$ cat config.mk
export PLATFORM = sky130hd
export DESIGN_NAME = flow_warn
export DESIGN_NICKNAME = d
export VERILOG_FILES = /design/src/flow_warn.v /design/src/sample_ring.v
export VERILOG_INCLUDE_DIRS = /design/src
export SDC_FILE = /design/constraint.sdc
export NUM_CORES = 2
export LEC_CHECK = 0
export ABC_AREA = 1
export BUFFER_PORTS_ARGS = -buffer_cell sky130_fd_sc_hd__clkbuf_2
export CORE_MARGIN = 5
export CORE_UTILIZATION = 55
export CTS_CLUSTER_SIZE = 14
export DETAILED_ROUTE_END_ITERATION = 7
export HOLD_SLACK_MARGIN = 0.08
export PLACE_DENSITY_LB_ADDON = 0.2
export SYNTH_ARGS = -nofsm -noshare
export SYNTH_HDL_FRONTEND = slang
export SYNTH_HIERARCHICAL = 1
export SYNTH_SLANG_ARGS = --single-unit
$ cat constraint.sdc
create_clock -name clk -period 9.2 [get_ports clk]
set_clock_uncertainty 0.2 [all_clocks]
set_input_delay 1.38 -clock clk [delete_from_list [all_inputs] [get_ports clk]]
set_output_delay 1.38 -clock clk [all_outputs]
set_load 0.05 [all_outputs]
$ cat src/flow_warn_regs.vh
// Constants for the flow controller warning logic: warning bit positions,
// setpoint ceiling action codes and time base figures.
// Assumes a 200 MHz device clock and a 1 ms diagnostic tick.
`ifndef FLOW_WARN_REGS_VH
`define FLOW_WARN_REGS_VH

// Warning vector bit positions.
`define WARN_ZERO_DRIFT_BIT 4
`define WARN_BAD_ZERO_BIT 5
`define WARN_VALVE_HIGH_BIT 8
`define WARN_VALVE_LOW_BIT 9
`define WARN_VALVE_CTRL_BIT 10
`define WARN_DEVIATION_BIT 11
`define WARN_OVERRANGE_BIT 13
`define WARN_CLAMPED_BIT 14
`define WARN_WIDTH 16
`define WARN_RESET 16'h0000

// Setpoint ceiling action codes.
`define ACTION_NONE 2'h0
`define ACTION_RAISE 2'h1
`define ACTION_CLAMP 2'h2

// Time base: clock period and diagnostic tick period in ns.
`define CLK_PERIOD_NS 5
`define TICK_PERIOD_NS 1000000
`define TICK_CYCLES (`TICK_PERIOD_NS / `CLK_PERIOD_NS)
// One second expressed in diagnostic ticks.
`define ONE_SECOND_MS 1000
`define ONE_SECOND_TICKS 16'h03E8
// Ticks per elapsed-time second for the zero drift timer.
`define TICKS_PER_SECOND 16'h03E8

// Full scale flow in counts and the drift rate of 0.2 %FS per year.
`define FULL_SCALE_COUNTS 32768
`define DRIFT_PERMILLE 2
`define DRIFT_STEP ((`FULL_SCALE_COUNTS * `DRIFT_PERMILLE) / 1000)

// Rolling window of valve position samples (log2 of depth).
`define STDDEV_ADDR_W 4

`endif

$ cat src/flow_warn.v
// Warning status logic of a mass flow controller: zero drift, bad zero,
// valve high/low, valve control instability, setpoint deviation, setpoint
// overrange and setpoint clamping, plus the live (clamped) setpoint.
// Assumes all inputs are synchronous to clk; zero events are one-cycle pulses.
//
// Behaviour
// - Drift warning: good zero, aged, excessive shift
// - Drift check only after setpoint settled at zero
// - Drift cleared on gas page change (set condition wins), disabled
// - Bad zero: zero done, setpoint zero, flow high
// - Bad zero cleared on zero start, disabled
// - Valve high trip with printed plus hysteresis
// - Valve low trip with plus hysteresis release
// - Valve position spread above limit, time qualified
// - Zero spread limit disables valve control warning
// - Flow outside half error band, time qualified
// - Deviation disabled: setpoint zero or flow invalid
// - Overrange warning for action raise, one second
// - Action codes: none, raise warning, clamp
// - Live setpoint clamped at the ceiling
// - Clamped warning for action clamp, one second
`timescale 1ns/1ps
`default_nettype none
`include "flow_warn_regs.vh"

module flow_warn #(
    parameter W = 16,
    parameter TW = 16,
    parameter TICK_CYCLES = `TICK_CYCLES,
    parameter AW = `STDDEV_ADDR_W
) (
    input wire clk,
    input wire arst_n,
    input wire [W-1:0] flow,
    input wire flow_valid,
    input wire [W-1:0] valve_pos,
    input wire [W-1:0] setpoint,
    input wire zero_start,
    input wire zero_done,
    input wire zero_ok,
    input wire [W-1:0] zero_shift,
    input wire gas_page_change,
    input wire [TW-1:0] zero_settle_time,
    input wire [31:0] min_drift_time,
    input wire [7:0] drift_mult,
    input wire [W-1:0] drift_add,
    input wire [W-1:0] zero_band,
    input wire [W-1:0] actuator_upper_trip,
    input wire [W-1:0] actuator_lower_trip,
    input wire [W-1:0] valve_hyst,
    input wire [W-1:0] valve_ctrl_limit,
    input wire [TW-1:0] valve_ctrl_settle,
    input wire [W-1:0] error_band,
    input wire [TW-1:0] ctrl_settle,
    input wire [W-1:0] target_ceiling,
    input wire [1:0] ceiling_action_select,
    output wire [`WARN_WIDTH-1:0] warnings,
    output wire target_deviation_flag,
    output wire target_overrange_flag,
    output wire target_clamped_flag,
    output reg [W-1:0] live_setpoint
);

    localparam NT = 5;
    localparam [W-1:0] DRIFT_STEP = `DRIFT_STEP;

    // Diagnostic tick: one-cycle enable every TICK_CYCLES clocks.
    reg [31:0] div_q;
    wire tick = (div_q == TICK_CYCLES - 1);
    always @(posedge clk or negedge arst_n) begin
        if (!arst_n) begin
            div_q <= 32'h0000_0000;
        end else if (tick) begin
            div_q <= 32'h0000_0000;
        end else begin
            div_q <= div_q + 32'h0000_0001;
        end
    end

    wire sp_zero = (setpoint == {W{1'b0}});
    wire act_raise = (ceiling_action_select == `ACTION_RAISE);
    wire act_clamp = (ceiling_action_select == `ACTION_CLAMP);

    // Live setpoint follows the command and is held at the ceiling when the
    // action asks for clamping; the other actions only watch the setpoint.
    always @(posedge clk or negedge arst_n) begin
        if (!arst_n) begin
            live_setpoint <= {W{1'b0}};
        end else if (act_clamp && setpoint >= target_ceiling) begin
            live_setpoint <= target_ceiling;
        end else begin
            live_setpoint <= setpoint;
        end
    end

    // Rolling window of valve positions; sums feed the variance.
    reg [AW-1:0] ptr_q;
    reg full_q;
    reg [W+AW-1:0] sum_q;
    reg [2*W+AW-1:0] sq_q;
    wire [W-1:0] old_raw;
    wire [W-1:0] old_s = full_q ? old_raw : {W{1'b0}};
    wire [2*W-1:0] new_sq = valve_pos * valve_pos;
    wire [2*W-1:0] old_sq = old_s * old_s;

    sample_ring #(.W(W), .AW(AW)) u_ring (
        .clk(clk),
        .arst_n(arst_n),
        .we(tick),
        .waddr(ptr_q),
        .wdata(valve_pos),
        .raddr(ptr_q),
        .rdata(old_raw)
    );

    always @(posedge clk or negedge arst_n) begin
        if (!arst_n) begin
            ptr_q <= {AW{1'b0}};
            full_q <= 1'b0;
            sum_q <= {(W+AW){1'b0}};
            sq_q <= {(2*W+AW){1'b0}};
        end else if (tick) begin
            ptr_q <= ptr_q + {{(AW-1){1'b0}}, 1'b1};
            if (ptr_q == {AW{1'b1}}) begin
                full_q <= 1'b1;
            end
            sum_q <= sum_q + {{AW{1'b0}}, valve_pos} - {{AW{1'b0}}, old_s};
            sq_q <= sq_q + {{AW{1'b0}}, new_sq} - {{AW{1'b0}}, old_sq};
        end
    end

    // Variance against the squared limit avoids a square root; the truncated
    // mean never exceeds the true mean, so the difference stays positive.
    wire [W-1:0] mean = sum_q[W+AW-1:AW];
    wire [2*W-1:0] mean_sq = mean * mean;
    wire [2*W-1:0] var_w = sq_q[2*W+AW-1:AW] - mean_sq;
    wire [2*W-1:0] lim_sq = valve_ctrl_limit * valve_ctrl_limit;
    wire spread_high = (var_w > lim_sq);

    // Setpoint deviation band of plus or minus half the error band.
    wire [W-1:0] half_band = error_band >> 1;
    wire [W:0] band_hi = {1'b0, setpoint} + {1'b0, half_band};
    wire out_band = ({1'b0, flow} > band_hi) ||
                    (setpoint >= half_band && flow < setpoint - half_band);

    // Time-qualified conditions share one counter scheme:
    // 0 zero settle, 1 valve control, 2 deviation, 3 overrange, 4 clamped.
    wire [NT-1:0] want;
    wire [NT-1:0] hold;
    wire [NT-1:0] fast_clr;
    wire [NT-1:0] kill;
    wire [NT*TW-1:0] period;
    wire [NT-1:0] st;

    assign want[0] = sp_zero;
    assign want[1] = spread_high;
    assign want[2] = out_band;
    assign want[3] = (setpoint > target_ceiling);
    assign want[4] = (setpoint > target_ceiling);
    // At exactly the ceiling neither set nor clear applies: hold the bit.
    assign hold = {setpoint == target_ceiling, setpoint == target_ceiling, 3'b000};
    assign fast_clr = 5'h05;
    assign kill[0] = 1'b0;
    assign kill[1] = (valve_ctrl_limit == {W{1'b0}});
    assign kill[2] = sp_zero || !flow_valid;
    assign kill[3] = !act_raise;
    assign kill[4] = !act_clamp;
    assign period = {`ONE_SECOND_TICKS, `ONE_SECOND_TICKS, ctrl_settle, valve_ctrl_settle, zero_settle_time};

    genvar i;
    generate
        for (i = 0; i < NT; i = i + 1) begin : g_timer
            reg [TW-1:0] cnt_q;
            reg st_q;
            assign st[i] = st_q;
            always @(posedge clk or negedge arst_n) begin
                if (!arst_n) begin
                    cnt_q <= {TW{1'b0}};
                    st_q <= 1'b0;
                end else if (kill[i]) begin
                    cnt_q <= {TW{1'b0}};
                    st_q <= 1'b0;
                end else if (want[i] == st_q || hold[i]) begin
                    cnt_q <= {TW{1'b0}};
                end else if (!want[i] && fast_clr[i]) begin
                    cnt_q <= {TW{1'b0}};
                    st_q <= 1'b0;
                end else if (tick) begin
                    if (cnt_q > period[i*TW +: TW]) begin
                        cnt_q <= {TW{1'b0}};
                        st_q <= want[i];
                    end else begin
                        cnt_q <= cnt_q + {{(TW-1){1'b0}}, 1'b1};
                    end
                end
            end
        end
    endgenerate

    // Seconds since the last completed zero, successful or not, saturating.
    reg [15:0] sec_div_q;
    reg [31:0] since_zero_q;
    reg good_zero_q;
    wire sec_pulse = tick && (sec_div_q == `TICKS_PER_SECOND - 16'h0001);
    always @(posedge clk or negedge arst_n) begin
        if (!arst_n) begin
            sec_div_q <= 16'h0000;
            since_zero_q <= 32'h0000_0000;
            good_zero_q <= 1'b0;
        end else begin
            if (zero_done) begin
                good_zero_q <= zero_ok;
                since_zero_q <= 32'h0000_0000;
                sec_div_q <= 16'h0000;
            end else if (tick) begin
                sec_div_q <= sec_pulse ? 16'h0000 : sec_div_q + 16'h0001;
                if (sec_pulse && since_zero_q != 32'hFFFF_FFFF) begin
                    since_zero_q <= since_zero_q + 32'h0000_0001;
                end
            end
        end
    end

    wire [W+8:0] drift_lim = DRIFT_STEP * drift_mult + {9'h000, drift_add};
    wire drift_off = (min_drift_time == 32'h0000_0000);
    wire drift_set = st[0] && sp_zero && good_zero_q && (since_zero_q > min_drift_time) &&
                     ({9'h000, zero_shift} > drift_lim);

    // Zero completion marker, dropped when a new zero starts.
    reg zero_cmpl_q;
    always @(posedge clk or negedge arst_n) begin
        if (!arst_n) begin
            zero_cmpl_q <= 1'b0;
        end else if (zero_done) begin
            zero_cmpl_q <= 1'b1;
        end else if (zero_start) begin
            zero_cmpl_q <= 1'b0;
        end
    end
    wire bad_off = (zero_band == {W{1'b0}});
    // A starting zero voids the previous completion, so its clear is never overridden.
    wire bad_set = zero_cmpl_q && !zero_start && sp_zero && (flow > zero_band);

    // Valve trip limits; the high release uses the plus sign as printed,
    // so above the trip point the set condition wins.
    wire [W:0] upper_rel = {1'b0, actuator_upper_trip} + {1'b0, valve_hyst};
    wire [W:0] lower_rel = {1'b0, actuator_lower_trip} + {1'b0, valve_hyst};

    reg drift_q;
    reg bad_q;
    reg vhi_q;
    reg vlo_q;
    always @(posedge clk or negedge arst_n) begin
        if (!arst_n) begin
            drift_q <= 1'b0;
            bad_q <= 1'b0;
            vhi_q <= 1'b0;
            vlo_q <= 1'b0;
        end else begin
            if (drift_off) begin
                drift_q <= 1'b0;
            end else if (drift_set) begin
                drift_q <= 1'b1;
            end else if (gas_page_change) begin
                drift_q <= 1'b0;
            end
            if (bad_off) begin
                bad_q <= 1'b0;
            end else if (bad_set) begin
                bad_q <= 1'b1;
            end else if (zero_start) begin
                bad_q <= 1'b0;
            end
            if (valve_pos > actuator_upper_trip) begin
                vhi_q <= 1'b1;
            end else if ({1'b0, valve_pos} < upper_rel) begin
                vhi_q <= 1'b0;
            end
            if (valve_pos < actuator_lower_trip) begin
                vlo_q <= 1'b1;
            end else if ({1'b0, valve_pos} > lower_rel) begin
                vlo_q <= 1'b0;
            end
        end
    end

    assign target_deviation_flag = st[2];
    assign target_overrange_flag = st[3];
    assign target_clamped_flag = st[4];

    generate
        for (i = 0; i < `WARN_WIDTH; i = i + 1) begin : g_warn
            if (i == `WARN_ZERO_DRIFT_BIT) begin : g_b
                assign warnings[i] = drift_q;
            end else if (i == `WARN_BAD_ZERO_BIT) begin : g_b
                assign warnings[i] = bad_q;
            end else if (i == `WARN_VALVE_HIGH_BIT) begin : g_b
                assign warnings[i] = vhi_q;
            end else if (i == `WARN_VALVE_LOW_BIT) begin : g_b
                assign warnings[i] = vlo_q;
            end else if (i == `WARN_VALVE_CTRL_BIT) begin : g_b
                assign warnings[i] = st[1];
            end else if (i == `WARN_DEVIATION_BIT) begin : g_b
                assign warnings[i] = st[2];
            end else if (i == `WARN_OVERRANGE_BIT) begin : g_b
                assign warnings[i] = st[3];
            end else if (i == `WARN_CLAMPED_BIT) begin : g_b
                assign warnings[i] = st[4];
            end else begin : g_b
                assign warnings[i] = 1'b0;
            end
        end
    endgenerate

endmodule // flow_warn

`default_nettype wire

$ cat src/sample_ring.v
// Small sample memory for the rolling valve position window.
// One write port and one read port; read data come from a register.
`timescale 1ns/1ps
`default_nettype none

module sample_ring #(
    parameter W = 16,
    parameter AW = 4
) (
    input wire clk,
    input wire arst_n,
    input wire we,
    input wire [AW-1:0] waddr,
    input wire [W-1:0] wdata,
    input wire [AW-1:0] raddr,
    output reg [W-1:0] rdata
);

    reg [W-1:0] mem [0:(1<<AW)-1];

    always @(posedge clk) begin
        if (we) begin
            mem[waddr] <= wdata;
        end
    end

    always @(posedge clk or negedge arst_n) begin
        if (!arst_n) begin
            rdata <= {W{1'b0}};
        end else begin
            rdata <= mem[raddr];
        end
    end

endmodule // sample_ring

`default_nettype wire

# ---- Word-level counts from Yosys, hierarchy flattened
# Memories as Yosys holds them, arrays and structs flattened. A register that Yosys moved wholly into a read port is not among the register bits.
# Index checks and enable logic that the tools add are counted.
dict set report totals {
  reg_bits 248
  mem_bits_rw 256
  inputBits 289
  out_inout_bits 35
  elab_cells 198
  memories 1
}
# name depth word_bits read_ports rd_clocked_by_memory_dff wr line_no
set mem_list {}
lappend mem_list {u_ring.mem 16 16 1 1 1 sample_ring.v:19} ;# reg [W-1:0] mem [0:(1<<AW)-1];
dict set report op_classes {
  addsub 19
  n_mul 5
  magnitude_cmp 18
  n_eq_ne 28
  muxes 63
  bitwise 1
  n_reduce_logical 39
}
# op count
set op_table {}
lappend op_table {{2-to-1 mux 16 bit} 26}
lappend op_table {{multiplier 16 x 16 -> 32 bit} 4}
lappend op_table {{2-to-1 mux 32 bit} 4}
lappend op_table {{adder 16 x 1 -> 16 bit (second input constant)} 6}
lappend op_table {{greater-than comparator 16 bit} 6}
lappend op_table {{adder 32 x 1 -> 32 bit (second input constant)} 2}
lappend op_table {{greater-than comparator 32 bit} 2}
lappend op_table {{greater-than comparator 16 x 17 -> 1 bit} 3}
lappend op_table {{zero test 16 bit} 3}
lappend op_table {{adder 36 x 32 -> 36 bit} 1}
lappend op_table {{subtractor 36 x 32 -> 36 bit} 1}
lappend op_table {{adder 16 x 16 -> 17 bit} 2}
lappend op_table {{2-to-1 mux 1 bit} 33}
lappend op_table {{equality test 32 x 18 -> 1 bit (second input constant)} 1}
lappend op_table {{greater-than comparator 16 x 10 -> 1 bit (second input constant)} 2}
lappend op_table {{zero test 32 bit} 1}
lappend op_table {{less-than comparator 16 bit} 2}
lappend op_table {{!= test 32 bit (second input constant)} 1}
lappend op_table {{subtractor 32 bit} 1}
lappend op_table {{adder 20 x 16 -> 20 bit} 1}
lappend op_table {{subtractor 20 x 16 -> 20 bit} 1}
lappend op_table {{adder 15 x 16 -> 17 bit} 1}
lappend op_table {{adder 16 x 15 -> 17 bit} 1}
lappend op_table {{less-than comparator 16 x 17 -> 1 bit} 1}
lappend op_table {{24 further kinds} 67}

# ---- Logic depth before layout (Yosys ltp)
dict set report depth {
  depth_word 7
  ltp_mapped 40
  depth_no_buf 38
}

# ---- By module
# The synthesis kept the hierarchy.
# mod n_inst cells_per_inst area_each_um2 seq_area_each_um2
set by_module_without_submodules {}
lappend by_module_without_submodules {flow_warn 1 7547 58118.2 6206.0}
lappend by_module_without_submodules {sample_ring 1 1076 11459.7 8087.8}

# ---- Worst setup path after synthesis
# No wires, ideal clock.
dict set report synth_path {
  path_kind {input-to-reg}
  from {in valve_ctrl_limit[1]}
  to {reg g_timer[1].cnt_q[10]}
  setup_time_ps 118
  t_arrival_ps 8039
  t_required_ps 8882
  slack_ps 843
  path_stages 31
  path_buffers 3
  path_cell_list {clkbuf_1 -> clkbuf_1 -> nand2_1 -> fa_1 -> fa_1 -> inv_1 -> fa_1 -> fa_1 -> fa_1 -> inv_1 -> fa_1 -> inv_1 -> ha_1 -> a21oi_1 -> o21ai_0 -> a21oi_1 -> nand3_1 -> a21oi_1 -> o21bai_1 -> xor2_1 -> ha_1 -> nand2_1 -> nor2_1 -> nand2_1 -> nor4_1 -> nand3_1 -> nand2_1 -> nand2_1 -> nand2_1 -> buf_4 -> nor2_1}
}
dict set report synth_via {
  elab_chain_len 5
  elab_cells_between_ends 7
  cone_classes {mul (1); order compare (1); eq/ne (1); mux (2); reduce/logical (2)}
}
# item line_no
set synth_lines {}
lappend synth_lines {{start: declaration} flow_warn.v:51} ;# input wire [W-1:0] valve_ctrl_limit,
lappend synth_lines {{multiplier 16 x 16 -> 32 bit} flow_warn.v:137} ;# wire [2*W-1:0] lim_sq = valve_ctrl_limit * valve_ctrl_limit;
lappend synth_lines {{greater-than comparator 32 bit} flow_warn.v:138} ;# wire spread_high = (var_w > lim_sq);
lappend synth_lines {{equality test 1 bit} flow_warn.v:183} ;# end else if (want[i] == st_q || hold[i]) begin
lappend synth_lines {{2-to-1 mux 16 bit} flow_warn.v:183}
lappend synth_lines {{2-to-1 mux 16 bit} flow_warn.v:180} ;# end else if (kill[i]) begin
lappend synth_lines {{end signal: assignment} flow_warn.v:181} ;# cnt_q <= {TW{1'b0}};
lappend synth_lines {{end signal: assignment} flow_warn.v:184} ;# cnt_q <= {TW{1'b0}};
lappend synth_lines {{end signal: assignment} flow_warn.v:186} ;# cnt_q <= {TW{1'b0}};
lappend synth_lines {{end: declaration} flow_warn.v:173} ;# reg [TW-1:0] cnt_q;
# Parallel ways exist; a longest one is shown, timed or not.
# A chain may end at the register's enable or synchronous reset.

# ---- Worst setup path after layout
dict set report layout_path {
  from {reg full_q}
  to {reg sq_q[32]}
}
dict set report layout_via {
  elab_chain_len 3
}
# item line_no
set layout_lines {}
lappend layout_lines {{start: declaration} flow_warn.v:98} ;# reg full_q;
lappend layout_lines {{start signal: assignment} flow_warn.v:119} ;# full_q <= 1'b0;
lappend layout_lines {{start signal: assignment} flow_warn.v:125} ;# full_q <= 1'b1;
lappend layout_lines {{2-to-1 mux 16 bit} flow_warn.v:102} ;# wire [W-1:0] old_s = full_q ? old_raw : {W{1'b0}};
lappend layout_lines {{multiplier 16 x 16 -> 32 bit} flow_warn.v:104} ;# wire [2*W-1:0] old_sq = old_s * old_s;
lappend layout_lines {{subtractor 36 x 32 -> 36 bit} flow_warn.v:128} ;# sq_q <= sq_q + {{AW{1'b0}}, new_sq} - {{AW{1'b0}}, old_sq};
lappend layout_lines {{end signal: assignment} flow_warn.v:121} ;# sq_q <= {(2*W+AW){1'b0}};
lappend layout_lines {{end signal: assignment} flow_warn.v:128}
lappend layout_lines {{end: declaration} flow_warn.v:100} ;# reg [2*W+AW-1:0] sq_q;
# No other way between the ends.

==> impl_metrics.py <==
metrics = {
    "setup_path": {
        "cpMaxStageDelayCell": "sky130_fd_sc_hd__dfrtp_1",
        "critPathMostFrequentCell": "sky130_fd_sc_hd__fa_1",
        "timing.critical_path.buf_inv": 5,
        "highest_cell_delay_on_the_worst_timing_path_ps": 790,
        "critical_path.endpoint_type": "flop",
        "critPathRequiredTime_ps": 9570,
        "path_class": "reg -> reg",
        "worst_setup_path_start_kind": "flop",
        "worst_ep_arrival_time_ps": 8780,
        "timing.critical_path.max_delay_family": "adder cells",
        "critical_path.max_fanout": 12,
    },
    "route": {
        "drt_iter0_drc": 3364,
        "drcViolationCount": 0,
        "router_iterations_before_antenna_repair": 5,
        "routed_wl_um": 177000,
        "routed_wire_length_per_instance_um": 16.8,
        "drt-vias-per-instance": 5.26,
        "vias_after_detailed_routing": 55400,
        "drtAntennaViolNets": 0,
    },
    "run_status": {
        "status": "completed",
    },
    "timing": {
        "layout_worst_path_cycle_share_pct": 91.4,
        "final.hold.worst_slack_ps": 268,
        "setup_viol_count_final": 0,
        "finalHoldViolCount": 0,
        "tightest_slew_ps": 1300,
        "rsz_0062_raised_after_global_routing": "false",
        "fmaxAchievable_mhz": 119,
        "timing.setup.tns_ps": 0,
        "relSlewSlack_pct": 12.9,
        "timing.final.max_slew_violations": 0,
        "layout_min_cycle_time_ps": 8410,
    },
    "final_layout": {
        "areaGrowthSynthToFinish_pct": 7.37,
        "final_layout_size_suffix_gt1_share_pct": 6.47,
        "fin_area_um2": 74700,
        "finish.net_count": 10800,
    },
    "place": {
        "place_area_um2": 72700,
        "hpwlAfterDp_um": 144000,
        "port_buffers": 314,
        "routabilityCongestion": 0.935,
    },
    "synthesis": {
        "synth-edff-count": 256,
        "synth_largest_type_area_fraction_pct": 23.7,
        "synth_area_leader_cell": "sky130_fd_sc_hd__fa_1",
        "netlist_area_um2": 69600,
        "postSynthRegisterBits": 520,
        "synthesis.instances": 8623,
        "ys_dominant_reg_cell": "sky130_fd_sc_hd__dfrtp_1",
        "netlist_top_cells_area": "sky130_fd_sc_hd__fa_1 24%, sky130_fd_sc_hd__ha_1 14%, sky130_fd_sc_hd__inv_1 12%",
        "yosysUniqueCellTypes": 62,
        "synth.yosys.warnings": 6,
        "synth_sequential_area_ratio_pct": 20.5,
        "postSynthAreaPerCell_um2": 8.07,
        "synth-async-reset-ratio_pct": 50.8,
    },
    "clocking": {
        "cts_setup_buffers": 0,
        "cts.hold.buffers_added": 0,
        "cts_tree": "yes",
        "cts_max_path_buffers": 3,
        "path_clk_slew_ps": 70,
        "cts_inserted_buffers": 57,
        "tritoncts_num_sinks": 520,
        "clock_insertion_delay_worst_skew_ps": 680,
        "clk_root_buffer_cell": "sky130_fd_sc_hd__clkbuf_16",
        "post_cts_resize_count": 0,
        "htree_num_levels": 2,
    },
    "floorplanning": {
        "floorplan.die.width_um": 366,
        "design.portCount": 324,
        "die-area_um2": 134000,
        "rows": 130,
        "floorplan.core_area_um2": 126000,
        "start_util_pct": 55.3,
        "die_y_um": 366,
    },
    "global_route": {
        "globalRoute.totalOverflow": 0,
        "grt_first_pass_wirelength_um": 290000,
        "global_route.usage.total_pct": 26.9,
        "grt_max_degree": 133,
        "grt_antenna_before_repair": 2,
        "first_global_vias": 57100,
    },
    "pwr": {
        "power.static_leakage_nw": 40.2,
        "power.total_mw": 26.0,
        "worst_ir_drop_vdd_mv": 1.11,
        "powerDensity_nw_per_um2": 348,
    },
    "flow_run": {
        "max_cap_violations": 0,
    },
    "worst_hold_path": {
        "class_of_the_most_critical_hold_timing_path": "reg -> reg",
    },
}
-- worst paths after layout --
path	from	endpoint	slack (ps)	cells past startpoint
max in group asynchronous	arst_n	live_setpoint[1]	7040	2
min in group asynchronous	arst_n	g_timer[1].cnt_q[15]	490	1
max reg2reg	full_q	sq_q[32]	790	25
min	div_q[0]	div_q[0]	270	1
max	full_q	sq_q[32]	790	25
min reg2reg	div_q[0]	div_q[0]	270	1
-- worst register-to-register path, cell delays in order, from the launching register on --
cell and delay [ps]:
sky130_fd_sc_hd__dfrtp_1 790, sky130_fd_sc_hd__nand2_1 500, sky130_fd_sc_hd__nor2_1 400, sky130_fd_sc_hd__inv_1 120, sky130_fd_sc_hd__fa_1 510, sky130_fd_sc_hd__inv_1 60, sky130_fd_sc_hd__fa_1 490, sky130_fd_sc_hd__fa_1 510
sky130_fd_sc_hd__inv_1 60, sky130_fd_sc_hd__fa_1 510, sky130_fd_sc_hd__fa_1 520, sky130_fd_sc_hd__inv_1 60, sky130_fd_sc_hd__fa_1 530, sky130_fd_sc_hd__inv_1 50, sky130_fd_sc_hd__fa_1 520, sky130_fd_sc_hd__fa_1 430
sky130_fd_sc_hd__ha_1 370, sky130_fd_sc_hd__nand2_1 150, sky130_fd_sc_hd__nor2_1 220, sky130_fd_sc_hd__nand4_1 110, sky130_fd_sc_hd__o21ai_0 570, sky130_fd_sc_hd__nand4_1 200, sky130_fd_sc_hd__nand2_1 170, sky130_fd_sc_hd__nor2_1 50
sky130_fd_sc_hd__nand3b_1 150, sky130_fd_sc_hd__o21ai_0 80
-- layout by cell type, fill, tap and decap left out, types with 129 or more instances in the layout --
master / n
sky130_fd_sc_hd__nor3_1: 129
sky130_fd_sc_hd__xor2_1: 184
sky130_fd_sc_hd__fa_1: 824
sky130_fd_sc_hd__clkbuf_2: 313
sky130_fd_sc_hd__a21oi_1: 365
sky130_fd_sc_hd__dfrtp_1: 262
sky130_fd_sc_hd__nand2_1: 1650
sky130_fd_sc_hd__inv_1: 2250
sky130_fd_sc_hd__ha_1: 801
sky130_fd_sc_hd__nor2_1: 495
sky130_fd_sc_hd__edfxtp_1: 256
sky130_fd_sc_hd__o21ai_0: 220
sky130_fd_sc_hd__nand3_1: 395
sky130_fd_sc_hd__nand4_1: 130
-- flip-flops by register name (all words and copies together) (netlist names) --
register	count
u_ring/mem	256
g_timer.cnt_q	80
sq_q	36
div_q	32
since_zero_q	32
sum_q	20
live_setpoint	16
sec_div_q	16
u_ring/rdata	16
ptr_q	4
g_timer.st_q	2
bad_q	1
drift_q	1
full_q	1
good_zero_q	1
target_clamped_flag	1
target_deviation_flag	1
target_overrange_flag	1
vhi_q	1
vlo_q	1
zero_cmpl_q	1
-- logic make-up after synthesis --
kind of cell	after synthesis	synth area share, %
other cells	1	0.00539
simple gates	2926	17.8
buf+inv	2497	13.9
compound gates	784	6.28
fa+ha+maj	1625	38.1
xor+xnor	269	3.39
mux	1	0.0144
flops	520	20.5
-- final cells by class --
| type | count | area, um^2 |
|---|---|---|
| clock inverters | 35 | 437 |
| inverters | 2266 | 8510 |
| repair buffers | 390 | 2160 |
| clock buffers | 72 | 1530 |
| well taps | 1650 | 2060 |
| multi-input cells | 5613 | 45700 |
| diodes | 1 | 2.50 |
| fillers | 11400 | 51000 |
| flip-flops and latches | 520 | 14300 |
-- cells in the mapped netlist (all sizes together) (2+ instances only) --
cell type	instances
xnor2	85
a21boi	10
nor4b	2
inv	2265
xor2	184
edfxtp	256
nor3b	9
nand4	131
o22ai	6
o221ai	3
a211oi	11
nand2	1658
clkbuf	133
o21bai	25
o41ai	2
fa	824
o2111ai	6
dfrtp	264
nand3	401
a21oi	365
a31oi	34
nor3	132
o21a	19
and2	4
a21o	26
ha	801
o211ai	9
a221oi	2
o21ai	250
buf	98
o31ai	12
nor4	34
nand3b	13
nor2	520
or2	21
-- layer usage --
| metal | part of all wire (%) | track usage [%] | vias to the layer above |
|---|---|---|---|
| li1 | - | - | 26900 |
| met1 | 42 | 35.0 | 26700 |
| met2 | 49 | 47.6 | 1539 |
| met3 | 5.8 | 3.36 | 320 |
| met4 | 3.0 | 7.38 | 2 |
| met5 | 0.011 | 0 | - |
-- power by group --
group,internal [mW],switching (mW),total [mW]
Sequential,2.46,0.0156,2.47
Clock,1.39,1.04,2.43
Combinational,7.79,13.3,21.1
-- stage by stage --
stage	utilization (%)	instances	setup WS, ps
2_1_floorplan	-	8630	843
3_5_place_dp	57.8	10400	194
5_1_grt	59.4	10500	365
4_1_cts	59.4	10500	853
6_report	59.4	10500	790
3_3_place_gp	57.8	10400	383
Note: power is estimated with default switching activity, not from simulation.
